`config.mk`:
```
export PLATFORM = sky130hd
export DESIGN_NAME = sbc_gp_regs
export DESIGN_NICKNAME = d
export VERILOG_FILES = /design/src/rtl/sbc_gp_pkg.sv /design/src/rtl/mode_event_if.sv /design/src/rtl/sbc_status_defaults.sv /design/src/rtl/sbc_gp_regs.sv
export VERILOG_INCLUDE_DIRS = /design/src /design/src/rtl
export SDC_FILE = /design/constraint.sdc
export NUM_CORES = 1
export LEC_CHECK = 0
export BUFFER_PORTS_ARGS = -buffer_cell sky130_fd_sc_hd__buf_2
export CAP_MARGIN = 20
export CORE_UTILIZATION = 50
export DETAILED_ROUTE_END_ITERATION = 8
export GPL_TIMING_DRIVEN = 1
export PLACE_DENSITY = 0.88
export SYNTH_ARGS = -nofsm -noshare
export SYNTH_HDL_FRONTEND = slang
export SYNTH_SLANG_ARGS = --single-unit
export TNS_END_PERCENT = 5
```
`constraint.sdc`:
```
create_clock -name core_clk_i -period 2.43 [get_ports core_clk_i]
set_clock_uncertainty 0.05 [all_clocks]
set_input_delay 0.3645 -clock core_clk_i [delete_from_list [all_inputs] [get_ports core_clk_i]]
set_output_delay 0.3645 -clock core_clk_i [all_outputs]
set_load 0.05 [all_outputs]
```
`src/rtl/sbc_gp_consts.svh`:
```
// Summary of operation
// - Two 12-bit scratch registers, each read back through its own feedback view
// - Power-on loads register zero with type and version, flag bit 11 cleared
// - Any write to register zero sets the flag, whatever bit 11 carried
// - Flag reads zero while the code is held, one once user data is stored
// - Frame bits 15:14 address: code 10 is register zero, 11 is register one
// - Register zero access returns own feedback if bit 13 set, else system configuration
// - Register one access returns own feedback if bit 13 set, else physical layer control
// - Bit 12 set only reads; bit 12 clear also writes frame data
// - Data bits 10:0 of zero and 11:0 of one stored and returned unchanged
// - Power-on, start-up and restart apply per-field defaults; unlisted registers keep values
// - Reset cause 0000 at power-on, start-up never loads 1100 (keeps prior value), restricted after restart
// - Bus wake flag cleared at power-on, set on start-up by bus wake, restart keeps
// - Pin edge wake flag cleared at power-on, set on start-up by pin edge
// - Register one cleared at power-on only; start-up and restart keep it
`ifndef SBC_GP_CONSTS_SVH
`define SBC_GP_CONSTS_SVH
`define ADDR_HI 15
`define ADDR_LO 14
`define FEEDBACK_SELECT_BIT 13
`define READ_WITHOUT_WRITE_BIT 12
`define ID_FLAG_BIT 11
`define SCRATCH_ZERO_HI 10
`define ADDR_SCRATCH_ZERO 2'h2
`define ADDR_SCRATCH_ONE 2'h3
`define SCRATCH_ONE_RESET 12'h000
`define CAUSE_POWER_ON 4'h0
`define CAUSE_CODE_2 4'h2
`define CAUSE_CODE_C 4'hc
`define CAUSE_CODE_E 4'he
`endif

```
`src/rtl/sbc_gp_pkg.sv`:
```
package sbc_gp_pkg;
   typedef logic [1:0] frame_addr_t;
   typedef logic [11:0] reg_word_t;
   typedef logic [3:0] cause_t;
endpackage : sbc_gp_pkg

```
`src/rtl/mode_event_if.sv`:
```
`timescale 1ns/10ps
`default_nettype none
// Mode events toward the status keeper and its flags back
interface mode_event_if;
   import sbc_gp_pkg::*;
   logic startup;
   logic restart;
   logic lin_wake_cause;
   logic pin_wake_cause;
   cause_t cause_code;
   cause_t reset_cause_field;
   logic bus_wake_flag;
   logic pin_edge_wake_flag;
   modport source (output startup, restart, lin_wake_cause, pin_wake_cause, cause_code,
      input reset_cause_field, bus_wake_flag, pin_edge_wake_flag);
   modport keeper (input startup, restart, lin_wake_cause, pin_wake_cause, cause_code,
      output reset_cause_field, bus_wake_flag, pin_edge_wake_flag);
endinterface : mode_event_if
`default_nettype wire

```
`src/rtl/sbc_status_defaults.sv`:
```
`timescale 1ns/10ps
`default_nettype none
`include "sbc_gp_consts.svh"
module sbc_status_defaults
   import sbc_gp_pkg::*;
(
   input wire logic core_clk_i,
   input wire logic rst_n_i,
   mode_event_if.keeper ev
);
   logic legal_restart;

   // Restart may only leave one of four cause codes
   assign legal_restart = (ev.cause_code == `CAUSE_POWER_ON) || (ev.cause_code == `CAUSE_CODE_2) ||
      (ev.cause_code == `CAUSE_CODE_C) || (ev.cause_code == `CAUSE_CODE_E);

   // Reset cause field per mode entry
   always_ff @(posedge core_clk_i or negedge rst_n_i)
   begin
      if (!rst_n_i)
         ev.reset_cause_field <= `CAUSE_POWER_ON;
      else if (ev.startup)
      begin
         if (ev.cause_code != `CAUSE_CODE_C)
            ev.reset_cause_field <= ev.cause_code;
      end
      else if (ev.restart)
         ev.reset_cause_field <= legal_restart ? ev.cause_code : `CAUSE_POWER_ON;
   end

   // Wake flags: set only by start-up with matching cause, restart keeps them
   always_ff @(posedge core_clk_i or negedge rst_n_i)
   begin
      if (!rst_n_i)
      begin
         ev.bus_wake_flag <= 1'b0;
         ev.pin_edge_wake_flag <= 1'b0;
      end
      else if (ev.startup)
      begin
         if (ev.lin_wake_cause)
            ev.bus_wake_flag <= 1'b1;
         if (ev.pin_wake_cause)
            ev.pin_edge_wake_flag <= 1'b1;
      end
   end
endmodule : sbc_status_defaults
`default_nettype wire

```
`src/rtl/sbc_gp_regs.sv`:
```
`timescale 1ns/10ps
`default_nettype none
`include "sbc_gp_consts.svh"
module sbc_gp_regs
   import sbc_gp_pkg::*;
#(
   parameter logic [6:0] CHIP_TYPE = 7'h15, // Arbitrary value
   parameter logic [3:0] CHIP_VERSION = 4'h1 // Arbitrary value
)
(
   input wire logic core_clk_i,
   input wire logic rst_n_i,
   input wire logic frame_valid_i,
   input wire logic [15:0] frame_i,
   input wire logic [11:0] sys_cfg_fb_i,
   input wire logic [11:0] phy_ctrl_fb_i,
   input wire logic startup_i,
   input wire logic restart_i,
   input wire logic lin_wake_cause_i,
   input wire logic pin_wake_cause_i,
   input wire logic [3:0] cause_code_i,
   output logic reply_valid_o,
   output logic [11:0] reply_o,
   output logic id_overwritten_flag_o,
   output logic [10:0] scratch_zero_bits_o,
   output logic [11:0] scratch_one_bits_o,
   output logic [3:0] reset_cause_field_o,
   output logic bus_wake_flag_o,
   output logic pin_edge_wake_flag_o
);
   frame_addr_t frame_register_address;
   logic feedback_select;
   logic read_without_write;
   logic hit_zero;
   logic hit_one;
   logic next_flag;
   logic [10:0] next_zero;
   reg_word_t next_one;
   reg_word_t next_reply;

   mode_event_if ev ();

   // Frame fields, all inputs come from same-clock serial logic
   assign frame_register_address = frame_i[`ADDR_HI:`ADDR_LO];
   assign feedback_select = frame_i[`FEEDBACK_SELECT_BIT];
   assign read_without_write = frame_i[`READ_WITHOUT_WRITE_BIT];
   assign hit_zero = frame_valid_i && (frame_register_address == `ADDR_SCRATCH_ZERO);
   assign hit_one = frame_valid_i && (frame_register_address == `ADDR_SCRATCH_ONE);

   // Next register contents; a write to register zero always marks the code as overwritten
   always_comb
   begin
      next_flag = id_overwritten_flag_o;
      next_zero = scratch_zero_bits_o;
      next_one = scratch_one_bits_o;
      if (hit_zero && !read_without_write)
      begin
         next_flag = 1'b1;
         next_zero = frame_i[`SCRATCH_ZERO_HI:0];
      end
      if (hit_one && !read_without_write)
         next_one = frame_i[11:0];
   end

   // Reply mux shows contents as they stand after this access
   always_comb
   begin
      next_reply = reply_o;
      if (hit_zero)
         next_reply = feedback_select ? {next_flag, next_zero} : sys_cfg_fb_i;
      else if (hit_one)
         next_reply = feedback_select ? next_one : phy_ctrl_fb_i;
   end

   // Register zero and its flag; power-on loads the identification code
   always_ff @(posedge core_clk_i or negedge rst_n_i)
   begin
      if (!rst_n_i)
      begin
         id_overwritten_flag_o <= 1'b0;
         scratch_zero_bits_o <= {CHIP_VERSION, CHIP_TYPE};
      end
      else
      begin
         id_overwritten_flag_o <= next_flag;
         scratch_zero_bits_o <= next_zero;
      end
   end

   // Register one; mode entries other than power-on leave it alone
   always_ff @(posedge core_clk_i or negedge rst_n_i)
   begin
      if (!rst_n_i)
         scratch_one_bits_o <= `SCRATCH_ONE_RESET;
      else
         scratch_one_bits_o <= next_one;
   end

   // Reply word and its one-cycle valid
   always_ff @(posedge core_clk_i or negedge rst_n_i)
   begin
      if (!rst_n_i)
      begin
         reply_valid_o <= 1'b0;
         reply_o <= 12'h000;
      end
      else
      begin
         reply_valid_o <= hit_zero || hit_one;
         reply_o <= next_reply;
      end
   end

   // Status defaults kept in the smaller module
   assign ev.startup = startup_i;
   assign ev.restart = restart_i;
   assign ev.lin_wake_cause = lin_wake_cause_i;
   assign ev.pin_wake_cause = pin_wake_cause_i;
   assign ev.cause_code = cause_code_i;
   assign reset_cause_field_o = ev.reset_cause_field;
   assign bus_wake_flag_o = ev.bus_wake_flag;
   assign pin_edge_wake_flag_o = ev.pin_edge_wake_flag;

   sbc_status_defaults sbc_status_defaults_inst (
      .core_clk_i (core_clk_i),
      .rst_n_i (rst_n_i),
      .ev (ev.keeper)
   );
endmodule : sbc_gp_regs
`default_nettype wire

```
-- Word level (Yosys, flattened, before mapping)
Index checks and enable logic that the tools add are counted.
- register bits after elaboration: 43
- bits in latches: 0
- memory bits (writable): 0
- bits in read-only memories: 0
- output and inout bits: 43
- word-level logic and storage cells: 41
- memories kept: 0
- add/subtract/negate cells: 0
- multiply operators: 0
- divide/modulo/power cells: 0
- $lt $le $gt $ge: 0
- eq/ne operators: 7
- shifts and indexed selects: 0
- muxes and demuxes: 11
- bitwise gates (word level): 0
- reduce and logical (&&, ||, !) cells: 15
- operator list (kind ; count):
    two-way mux 12 bit ; 5
    two-way mux 4 bit ; 4
    two-way mux 11 bit ; 1
    == test 4 bit, second input constant ; 2
    AND reduction 2 bit ; 3
    == test 2 bit, second input constant ; 2
    == test 4 x 2 -> 1 bit, second input constant ; 1
    logical AND 1 bit ; 4
    zero test 4 bit ; 1
    logical OR 1 bit ; 4
    != test 4 bit, second input constant ; 1
    nonzero test 2 bit ; 2
    != test 2 x 1 -> 1 bit, second input constant ; 1
    zero test 1 bit ; 1
    two-way mux 1 bit ; 1

-- Logic depth before layout (Yosys ltp)
Gate-level depths: netlist of run 1.
- depth in word-level cells: 7
- gate-level depth with buffers: 6
- mapped depth without buffers: 5

-- Modules after synthesis
A second synthesis of run 1 with hierarchy kept.
- cell total of the unflattened synthesis: 164
- area, all modules: 2165.8 um^2
- by module, submodules not included (module ; instances ; cells an instance ; area an instance (um^2)):
    sbc_gp_regs ; 1 ; 137 ; 1869.3
    sbc_status_defaults ; 1 ; 27 ; 296.5

-- Worst setup path after synthesis of run 1
No wires, ideal clock.
- path kind: in2reg
- start: in frame_i[14]
- end: reg scratch_zero_bits_o[1]
- data arrival time: 1.333 ns
- required time: 2.255 ns
- slack: 0.922 ns
- stages: 4
- path buffers: 2
- cell sequence: buf_6 > nor3_1 > buf_4 > mux2_2
- word-level cells in the longest chain between the ends: 4
- ends and longest elaborated chain (what ; RTL line ; RTL):
    from (decl) ; sbc_gp_regs.sv:14 ; input wire logic [15:0] frame_i,
    == test 2 bit (no line) ; - ;
    logical AND 1 bit ; sbc_gp_regs.sv:47 ; assign hit_zero = frame_valid_i && (frame_register_address == `ADDR_SCRATCH_ZERO);
    logical AND 1 bit ; sbc_gp_regs.sv:56 ; if (hit_zero && !read_without_write)
    two-way mux 11 bit ; sbc_gp_regs.sv:56 ;
    net next_zero[1] ; sbc_gp_regs.sv:37 ; logic [10:0] next_zero;
    to (signal assigned) ; sbc_gp_regs.sv:81 ; scratch_zero_bits_o <= {CHIP_VERSION, CHIP_TYPE};
    to (signal assigned) ; sbc_gp_regs.sv:86 ; scratch_zero_bits_o <= next_zero;
    to (decl) ; sbc_gp_regs.sv:25 ; output logic [10:0] scratch_zero_bits_o,
The timed path passes the listed nets, and every way through them passes these cells.
A chain may end at the register's enable or synchronous reset.

-- Worst setup path in the final report of run 1
- start: in frame_i[13]
- end: reg reply_o[8]
- word-level cells in the longest chain between the ends: 3
- elaborated cells on any way between the ends: 4
- ends and longest elaborated chain (what ; RTL line ; RTL):
    two-way mux 12 bit ; sbc_gp_regs.sv:72 ; next_reply = feedback_select ? next_one : phy_ctrl_fb_i;
    two-way mux 12 bit ; sbc_gp_regs.sv:71 ; else if (hit_one)
    two-way mux 12 bit * ; sbc_gp_regs.sv:69 ; if (hit_zero)
    to (signal assigned) ; sbc_gp_regs.sv:110 ; reply_o <= next_reply;
    to (decl) ; sbc_gp_regs.sv:23 ; output logic [11:0] reply_o,
Mark *: on every way between the ends. The rest lies on a longest branch, timed or not. The select of a mux whose other input is x is not followed.

==> results by group, run 1 <==
Place
  – IO Port Bufs: 93
  – Placer Congestion: 0.7289
  – Dpl hpwl: approximately 3.6 mm

GRT
  – Initial antenna violation count: 0
  – Grt total ovfl: 0
  – First-pass GRT wire length: about 7.8 mm
  – Global-route usage over all layers: 23.47%
  – Largest net degree at the start of global routing: 44
  – Vias in the first global route: 1,772

Min path
  – Worst Hold Class: in2async

Synth
  – Sequential share of the synthesized area: between 50% and 60%
  – Yosys warns: 0
  – Post-Syn Area: roughly 2100 sq um
  – Unique cell type count in the Yosys netlist: 26
  – Mean Syn Cell Area: ~12 sq um
  – Synth Instances: between 150 and 200
  – Syn_nets: 233
  – Synth Register Bits: 43

Power
  – Overall power: roughly 2.4 mW
  – Power per cell area: slightly below 900 nW/um^2
  – Leak: between 1 and 1.5 nW
  – Max VDD drop: approximately 620 uV

Die
  – Core area: ~4000 sq um
  – Die Footprint: 4496 sq um
  – Die H: approximately 67 microns
  – FP Rows: 23
  – Ports: between 90 and 100
  – Chip width: roughly 67 microns
  – Starting Density: about 53%

Critical path
  – Setup crit start kind: input port
  – CP arrival: 1.87 ns
  – WP data required: between 2 and 3 ns
  – Crit path capture type: flip-flop
  – Crit Path Max Fanout: 26
  – Setup Crit Path Kind: in2reg

CTS
  – CTS tree: done
  – Clk_lat worst skew: approximately 0.30 ns
  – Num CTS Buffers: 5
  – Max Root-Sink Buffers: 2
  – H-tree Lvls: 2
  – Num Clock Sinks: 43
  – Post-CTS setup buffer count: 0
  – CTS Hold Bufs: 0
  – Root Buffer: clkbuf_8
  – Reg clk slew, reported paths: approximately 0.08 ns
  – Cts repair resizes: 0

Drt
  – Vias: roughly 1,800
  – WL/cell: between 15 and 20 microns
  – Vias per cell: 5.483
  – Routed WL: roughly 5 mm
  – DRT iter0 DRCs: around 110
  – DRC: 0
  – DR pass1 iterations: 4
  – DRT antenna net count: 0

Timing
  – Slew HR: a little under two fifths
  – Fin crit period: about 1.7 ns
  – Setup violations, final: 0
  – Setup TNS: 0 ns
  – Final Max Slew Viols: 0
  – Actual slew at the worst max-slew pin: between 0.9 and 1 ns
  – RSZ-0062 raised after global routing: false
  – Hold Fails Final Rpt: 0
  – Period utilization: between 70% and 80%
  – Fmax: 586.2 MHz

Cells and area
  – Layout net count: about 330
  – # diodes: 0
  – Syn-to-layout area delta: 29.51%
  – Ratio of cells with drive above 1 in the final layout: between 50% and 60%

Outcome
  – Status: finished, final reports clean

Flow run
  – Max Cap Violations: 0
## layout make-up
| class | instances | area, sq um |
|---|---|---|
| clock buffer | 6 | 82.58 |
| inverter | 3 | 11.26 |
| tap | 50 | 62.56 |
| sequential | 43 | 1081 |
| fill | 329 | 1289 |
| clock inverter | 2 | 38.79 |
| multi-input combinational | 124 | 968.4 |
| timing repair buffer | 97 | 495.5 |
## stage by stage
step	cell area, sq um	utilization [%]	instances	hold slack, ns	setup slack (ns)
after floorplan	2116	-	182	0.01891	0.9225
after global routing	2740	68.01	325	0.1995	0.6411
after detailed placement	2619	65.00	317	0.3891	0.4252
final	2740	68.01	325	0.1489	0.7242
after CTS	2740	68.01	325	0.1793	0.7421
after global placement	2619	65.00	317	0.3853	0.4721
## logic make-up (layout without fill, tap and decap cells)
logic type / count (synthesis) / in the layout / share of synthesized area [%]
compound gates: 55 / 55 / 16.03
xor+xnor: 1 / 1 / 0.4140
flops: 43 / 43 / 51.09
simple gates: 23 / 23 / 5.382
buf+inv: 15 / 108 / 3.607
mux: 45 / 45 / 23.48
## layout by cell type, fill, tap and decap left out, types with 2 or more instances in the layout
cell,synthesis,layout
buf_2,4,93
inv_1,3,3
nand2_1,2,2
buf_4,2,4
a21oi_1,23,23
o21ai_0,11,11
mux2i_1,11,11
dfstp_2,4,4
a21o_1,2,2
a22o_1,4,4
dfrtp_1,39,39
mux2_2,33,33
nor3_2,0,2
nor2_1,16,16
o211ai_1,11,11
clkbuf_8,0,6
## state kept, by name (all words and copies together), names as in the netlist
name,cells
scratch_one_bits_o,12
sbc_status_defaults_inst.ev.reset_cause_field,4
sbc_status_defaults_inst.ev.pin_edge_wake_flag,1
reply_valid_o,1
scratch_zero_bits_o,11
reply_o,12
id_overwritten_flag_o,1
sbc_status_defaults_inst.ev.bus_wake_flag,1
## cells in the mapped netlist, drive strengths merged
cell type / count / area, sq um
a22o: 4 / 35.03
inv: 3 / 11.26
a41o: 1 / 10.01
o211ai: 11 / 82.58
nand4b: 1 / 23.77
a211o: 1 / 8.760
a21o: 2 / 15.01
dfstp: 4 / 105.1
mux2: 34 / 386.6
o21ai: 11 / 55.05
o211a: 1 / 10.01
or2: 1 / 6.260
nand2: 2 / 7.510
mux2i: 11 / 110.1
o21a: 1 / 7.510
nor3: 2 / 10.01
nor2: 16 / 60.06
nor4: 1 / 6.260
dfrtp: 39 / 975.9
buf: 7 / 46.29
a21oi: 23 / 115.1
clkbuf: 5 / 18.77
xnor2: 1 / 8.760
## metal layers
layer / vias to the layer above / global-route usage, % / wire length, microns
met5: - / 0 / 0
met4: 0 / 6.117 / 41
met3: 5 / 9.418 / 360
met2: 74 / 40.00 / 2542
met1: 855 / 26.96 / 2031
li1: 848 / - / -
## final timing paths
path	start	to	slack, ns	cells past startpoint
max	frame_i[13]	reply_o[8]$_DFFE_PN0P_	0.72	5
min	rst_n_i	reply_o[8]$_DFFE_PN0P_	0.15	1
max reg2reg	scratch_one_bits_o[11]$_DFF_PN0_	reply_o[11]$_DFFE_PN0P_	1.17	3
min reg2reg	sbc_status_defaults_inst.ev.bus_wake_flag$_DFFE_PN0P_	sbc_status_defaults_inst.ev.bus_wake_flag$_DFFE_PN0P_	0.41	1
max in group asynchronous	rst_n_i	scratch_zero_bits_o[2]$_DFF_PN1_	1.51	2
min in group core_clk_i	lin_wake_cause_i	sbc_status_defaults_inst.ev.bus_wake_flag$_DFFE_PN0P_	0.21	2
## power by group
group / internal (mW) / total (mW) / switching [mW]
combinational: 0.255 / 0.899 / 0.644
sequential: 0.850 / 0.925 / 0.0751
clock: 0.338 / 0.592 / 0.254
total: 1.44 / 2.42 / 0.973
## critical path: stages
cell and delay [ns]:
buf_2 0.36, inv_1 0.14, nor3_2 0.67, a21oi_1 0.14
a21oi_1 0.19
Power figures use the tool's default switching activity.
==> inputs of run 2 (changes only) <==
--- a/config.mk
+++ b/config.mk
@@ -8,10 +8,10 @@
 export LEC_CHECK = 0
 export BUFFER_PORTS_ARGS = -buffer_cell sky130_fd_sc_hd__buf_2
 export CAP_MARGIN = 20
-export CORE_UTILIZATION = 50
+export CORE_UTILIZATION = 47
 export DETAILED_ROUTE_END_ITERATION = 8
 export GPL_TIMING_DRIVEN = 1
-export PLACE_DENSITY = 0.88
+export PLACE_DENSITY = 0.84
 export SYNTH_ARGS = -nofsm -noshare
 export SYNTH_HDL_FRONTEND = slang
 export SYNTH_SLANG_ARGS = --single-unit
==> constraint.sdc (replaced) <==
create_clock -name core_clk_i -period 1.6 [get_ports core_clk_i]
set_clock_uncertainty 0.05 [all_clocks]
set_input_delay 0.24 -clock core_clk_i [delete_from_list [all_inputs] [get_ports core_clk_i]]
set_output_delay 0.24 -clock core_clk_i [all_outputs]
set_load 0.05 [all_outputs]
==> run 2 against run 1 <==
Effect of this change:
- non-clock buffer count is 9 higher
- wire length up 10%
- via count up 4.2%
- sequential power up 51%
- combinational power up 56%
- core utilization fell by 3.3 points
- power is 47% higher
- sequential cell count unchanged
==> results by group, run 2 (synthesis gave the netlist of run 1 again) <==
Outcome
  – Status: finished, final reports clean (unchanged)

Place
  – IO Port Bufs: 93 (unchanged)
  – Dpl hpwl: 3.988 mm (was 3.629 mm)
  – Placer Congestion: 0.7634 (was 0.7289)

GRT
  – Vias in the first global route: 1,870 (was 1,772)
  – Grt total ovfl: 0 (unchanged)
  – Largest net degree at the start of global routing: 30 (was 44)
  – First-pass GRT wire length: 9.066 mm (was 7.783 mm)
  – Global-route usage over all layers: 23.72% (was 23.47%)
  – Initial antenna violation count: 0 (unchanged)

Cells and area
  – Layout net count: 334 (was 325)
  – Commonest non-fill, non-tap cell in the layout: buf_2 (unchanged)
  – Ratio of cells with drive above 1 in the final layout: 54.23% (was 53.45%)
  – Syn-to-layout area delta: 33.12% (was 29.51%)
  – # diodes: 0 (unchanged)
  – Largest regs: reply_o x12, scratch_one_bits_o x12, scratch_zero_bits_o x11 (unchanged)
  – Commonest cells after routing, fill and taps aside: buf_2 (93), dfrtp_1 (39), mux2_2 (33) (unchanged)

Critical path
  – CP endpoint: scratch_zero_bits_o[0] (was reply_o[8]$_DFFE_PN0P_)
  – WP depth: 1 (was 5)
  – CP arrival: 1.11 ns (was 1.87 ns)
  – CP delay by family, top: flip-flops (was simple AND/OR/NAND/NOR gates)
  – Reg2reg end: reply_o[11]$_DFFE_PN0P_ (unchanged)
  – WP buf/inv: 1 (was 2)
  – Crit path capture type: primary output (was flip-flop)
  – Reg2Reg Depth: 3 (unchanged)
  – Crit path cell chain: buf_2 (was buf_2, inv_1, nor3_2, a21oi_1, a21oi_1)
  – Setup Crit Path Kind: reg2out (was in2reg)
  – WP data required: 1.31 ns (was 2.60 ns)
  – Slowest CP cell: dfstp_2 (was nor3_2)
  – R2R setup slack: 0.36 ns (was 1.17 ns)
  – Crit path from: scratch_zero_bits_o[0]$_DFF_PN1_ (was frame_i[13])
  – Largest stage delay on the critical path: 0.55 ns (was 0.67 ns)
  – Setup crit start kind: flip-flop (was input port)
  – Origin of the critical flop-to-flop path: scratch_one_bits_o[11]$_DFF_PN0_ (unchanged)
  – Crit Path Max Fanout: 3 (was 26)

Min path
  – Min-delay src: pin_wake_cause_i
  – Worst Hold Class: in2reg (was in2async)

Drt
  – Vias per cell: 5.524 (was 5.483)
  – DRT antenna net count: 0 (unchanged)
  – Vias: 1,856 (was 1,782)
  – DRC: 0 (unchanged)
  – DR pass1 iterations: 4 (unchanged)
  – WL/cell: 16.30 microns (was 15.31 microns)
  – Routed WL: 5.478 mm (was 4.976 mm)
  – DRT iter0 DRCs: 80 (was 108)

Timing
  – Slew HR: 74.60% (was 38.08%)
  – Fmax: 713.4 MHz
  – Setup TNS: 0 ns (unchanged)
  – Actual slew at the worst max-slew pin: 0.3811 ns (was 0.9287 ns)
  – Fin crit period: between 1 and 1.5 ns
  – Hold Fails Final Rpt: 0 (unchanged)
  – Hold WS: 0.1134 ns (was 0.1489 ns)
  – Setup violations, final: 0 (unchanged)
  – RSZ-0062 raised after global routing: false (unchanged)
  – Final Max Slew Viols: 0 (unchanged)
  – Period utilization: 87.60%

CTS
  – Num CTS Buffers: 5 (unchanged)
  – Cts repair resizes: 0 (unchanged)
  – CTS Hold Bufs: 1 (was 0)
  – Max Root-Sink Buffers: 2 (unchanged)
  – Root Buffer: clkbuf_8 (unchanged)
  – Clk_lat worst skew: 0.29 ns (was 0.30 ns)
  – Num Clock Sinks: 43 (unchanged)
  – Reg clk slew, reported paths: 0.08 ns (about the same)
  – CTS tree: done (unchanged)
  – Post-CTS setup buffer count: 0 (unchanged)
  – H-tree Lvls: 2 (unchanged)

Die
  – Die Footprint: 4774 sq um (was 4496 sq um)
  – Die H: 69.10 microns (was 67.05 microns)
  – Ports: 94 (unchanged)
  – Chip width: 69.10 microns (was 67.05 microns)
  – Core area: 4354 sq um (was 4029 sq um)
  – FP Rows: 24 (was 23)
  – Starting Density: 48.59% (was 52.52%)

Power
  – Power per cell area: 1265 nW/um^2 (was 881.7 nW/um^2)
  – Overall power: 3.562 mW (was 2.416 mW)
  – Switch Pwr: 1.472 mW (was 973.2 uW)
  – Reg power frac: 39.4% (was 38.3%)
  – Leak: 1.383 nW (was 1.343 nW)
  – Clk pwr share: 21.4% (was 24.5%)
  – Logic pwr share: 39.2% (was 37.2%)
  – Sw Share: 41.32% (was 40.28%)
  – Max VDD drop: 803.1 uV (was 623.9 uV)
  – Int Pwr: 2.090 mW (was 1.443 mW)

Flow run
  – Max Cap Violations: 0 (unchanged)
run 2: cell types whose count changed in the layout (fill, tap and decap cells not counted), sizes merged:
cell         change
buf              +8
clkbuf           +2
bufinv           -1
dlygate4sd3      +1
inv              -1
run 2: worst min-delay path by stage:
stage / endpoint / slack [ns] / depth (start not counted)
after floorplan: id_overwritten_flag_o$_DFF_PN0_ / -0.11 / 0
after global placement: sbc_status_defaults_inst.ev.bus_wake_flag$_DFFE_PN0P_ / 0.13 / 1
after detailed placement: sbc_status_defaults_inst.ev.bus_wake_flag$_DFFE_PN0P_ / 0.13 / 1
after CTS: sbc_status_defaults_inst.ev.bus_wake_flag$_DFFE_PN0P_ / 0.10 / 2
after global routing: sbc_status_defaults_inst.ev.pin_edge_wake_flag$_DFFE_PN0P_ / 0.11 / 2
final: sbc_status_defaults_inst.ev.pin_edge_wake_flag$_DFFE_PN0P_ / 0.11 / 2
run 2: power groups by stage:
stage	Sequential, mW	Combinational [mW]	Clock, mW
3_5_place_dp	1.42	1.39	0
2_1_floorplan	2.09	0.331	0
6_report	1.40	1.40	0.762
3_3_place_gp	1.41	1.37	0
5_1_grt	1.43	1.46	0.810
4_1_cts	1.40	1.40	0.772
run 2: cell type report:
type | instances | area [sq um]
Sequential cell | 43 | 1081
Inverter | 3 | 11.26
Multi-Input combinational cell | 124 | 968.4
Fill cell | 353 | 1538
Tap cell | 52 | 65.06
Timing Repair Buffer | 106 | 590.6
Clock buffer | 8 | 100.1
run 2: metal layers:
| layer | vias to the layer above | track usage (%) | part of all wire, % |
|---|---|---|---|
| li1 | 872 | - | - |
| met5 | - | 0 | 0 |
| met1 | 912 | 29.12 | 42 |
| met3 | 6 | 4.240 | 4.4 |
| met2 | 66 | 42.18 | 53 |
| met4 | 0 | 7.256 | 1.1 |
run 2: stage by stage:
step                std cells  util (%)  setup WS, ns  instance area (sq um)
floorplan                 182         -        0.1482                   2116
global placement          327     62.16        0.1783                   2706
detailed placement        327     62.16        0.1576                   2706
CTS                       336     64.68        0.1973                   2816
global route              336     64.68        0.1834                   2816
finish                    336     64.68        0.1984                   2816
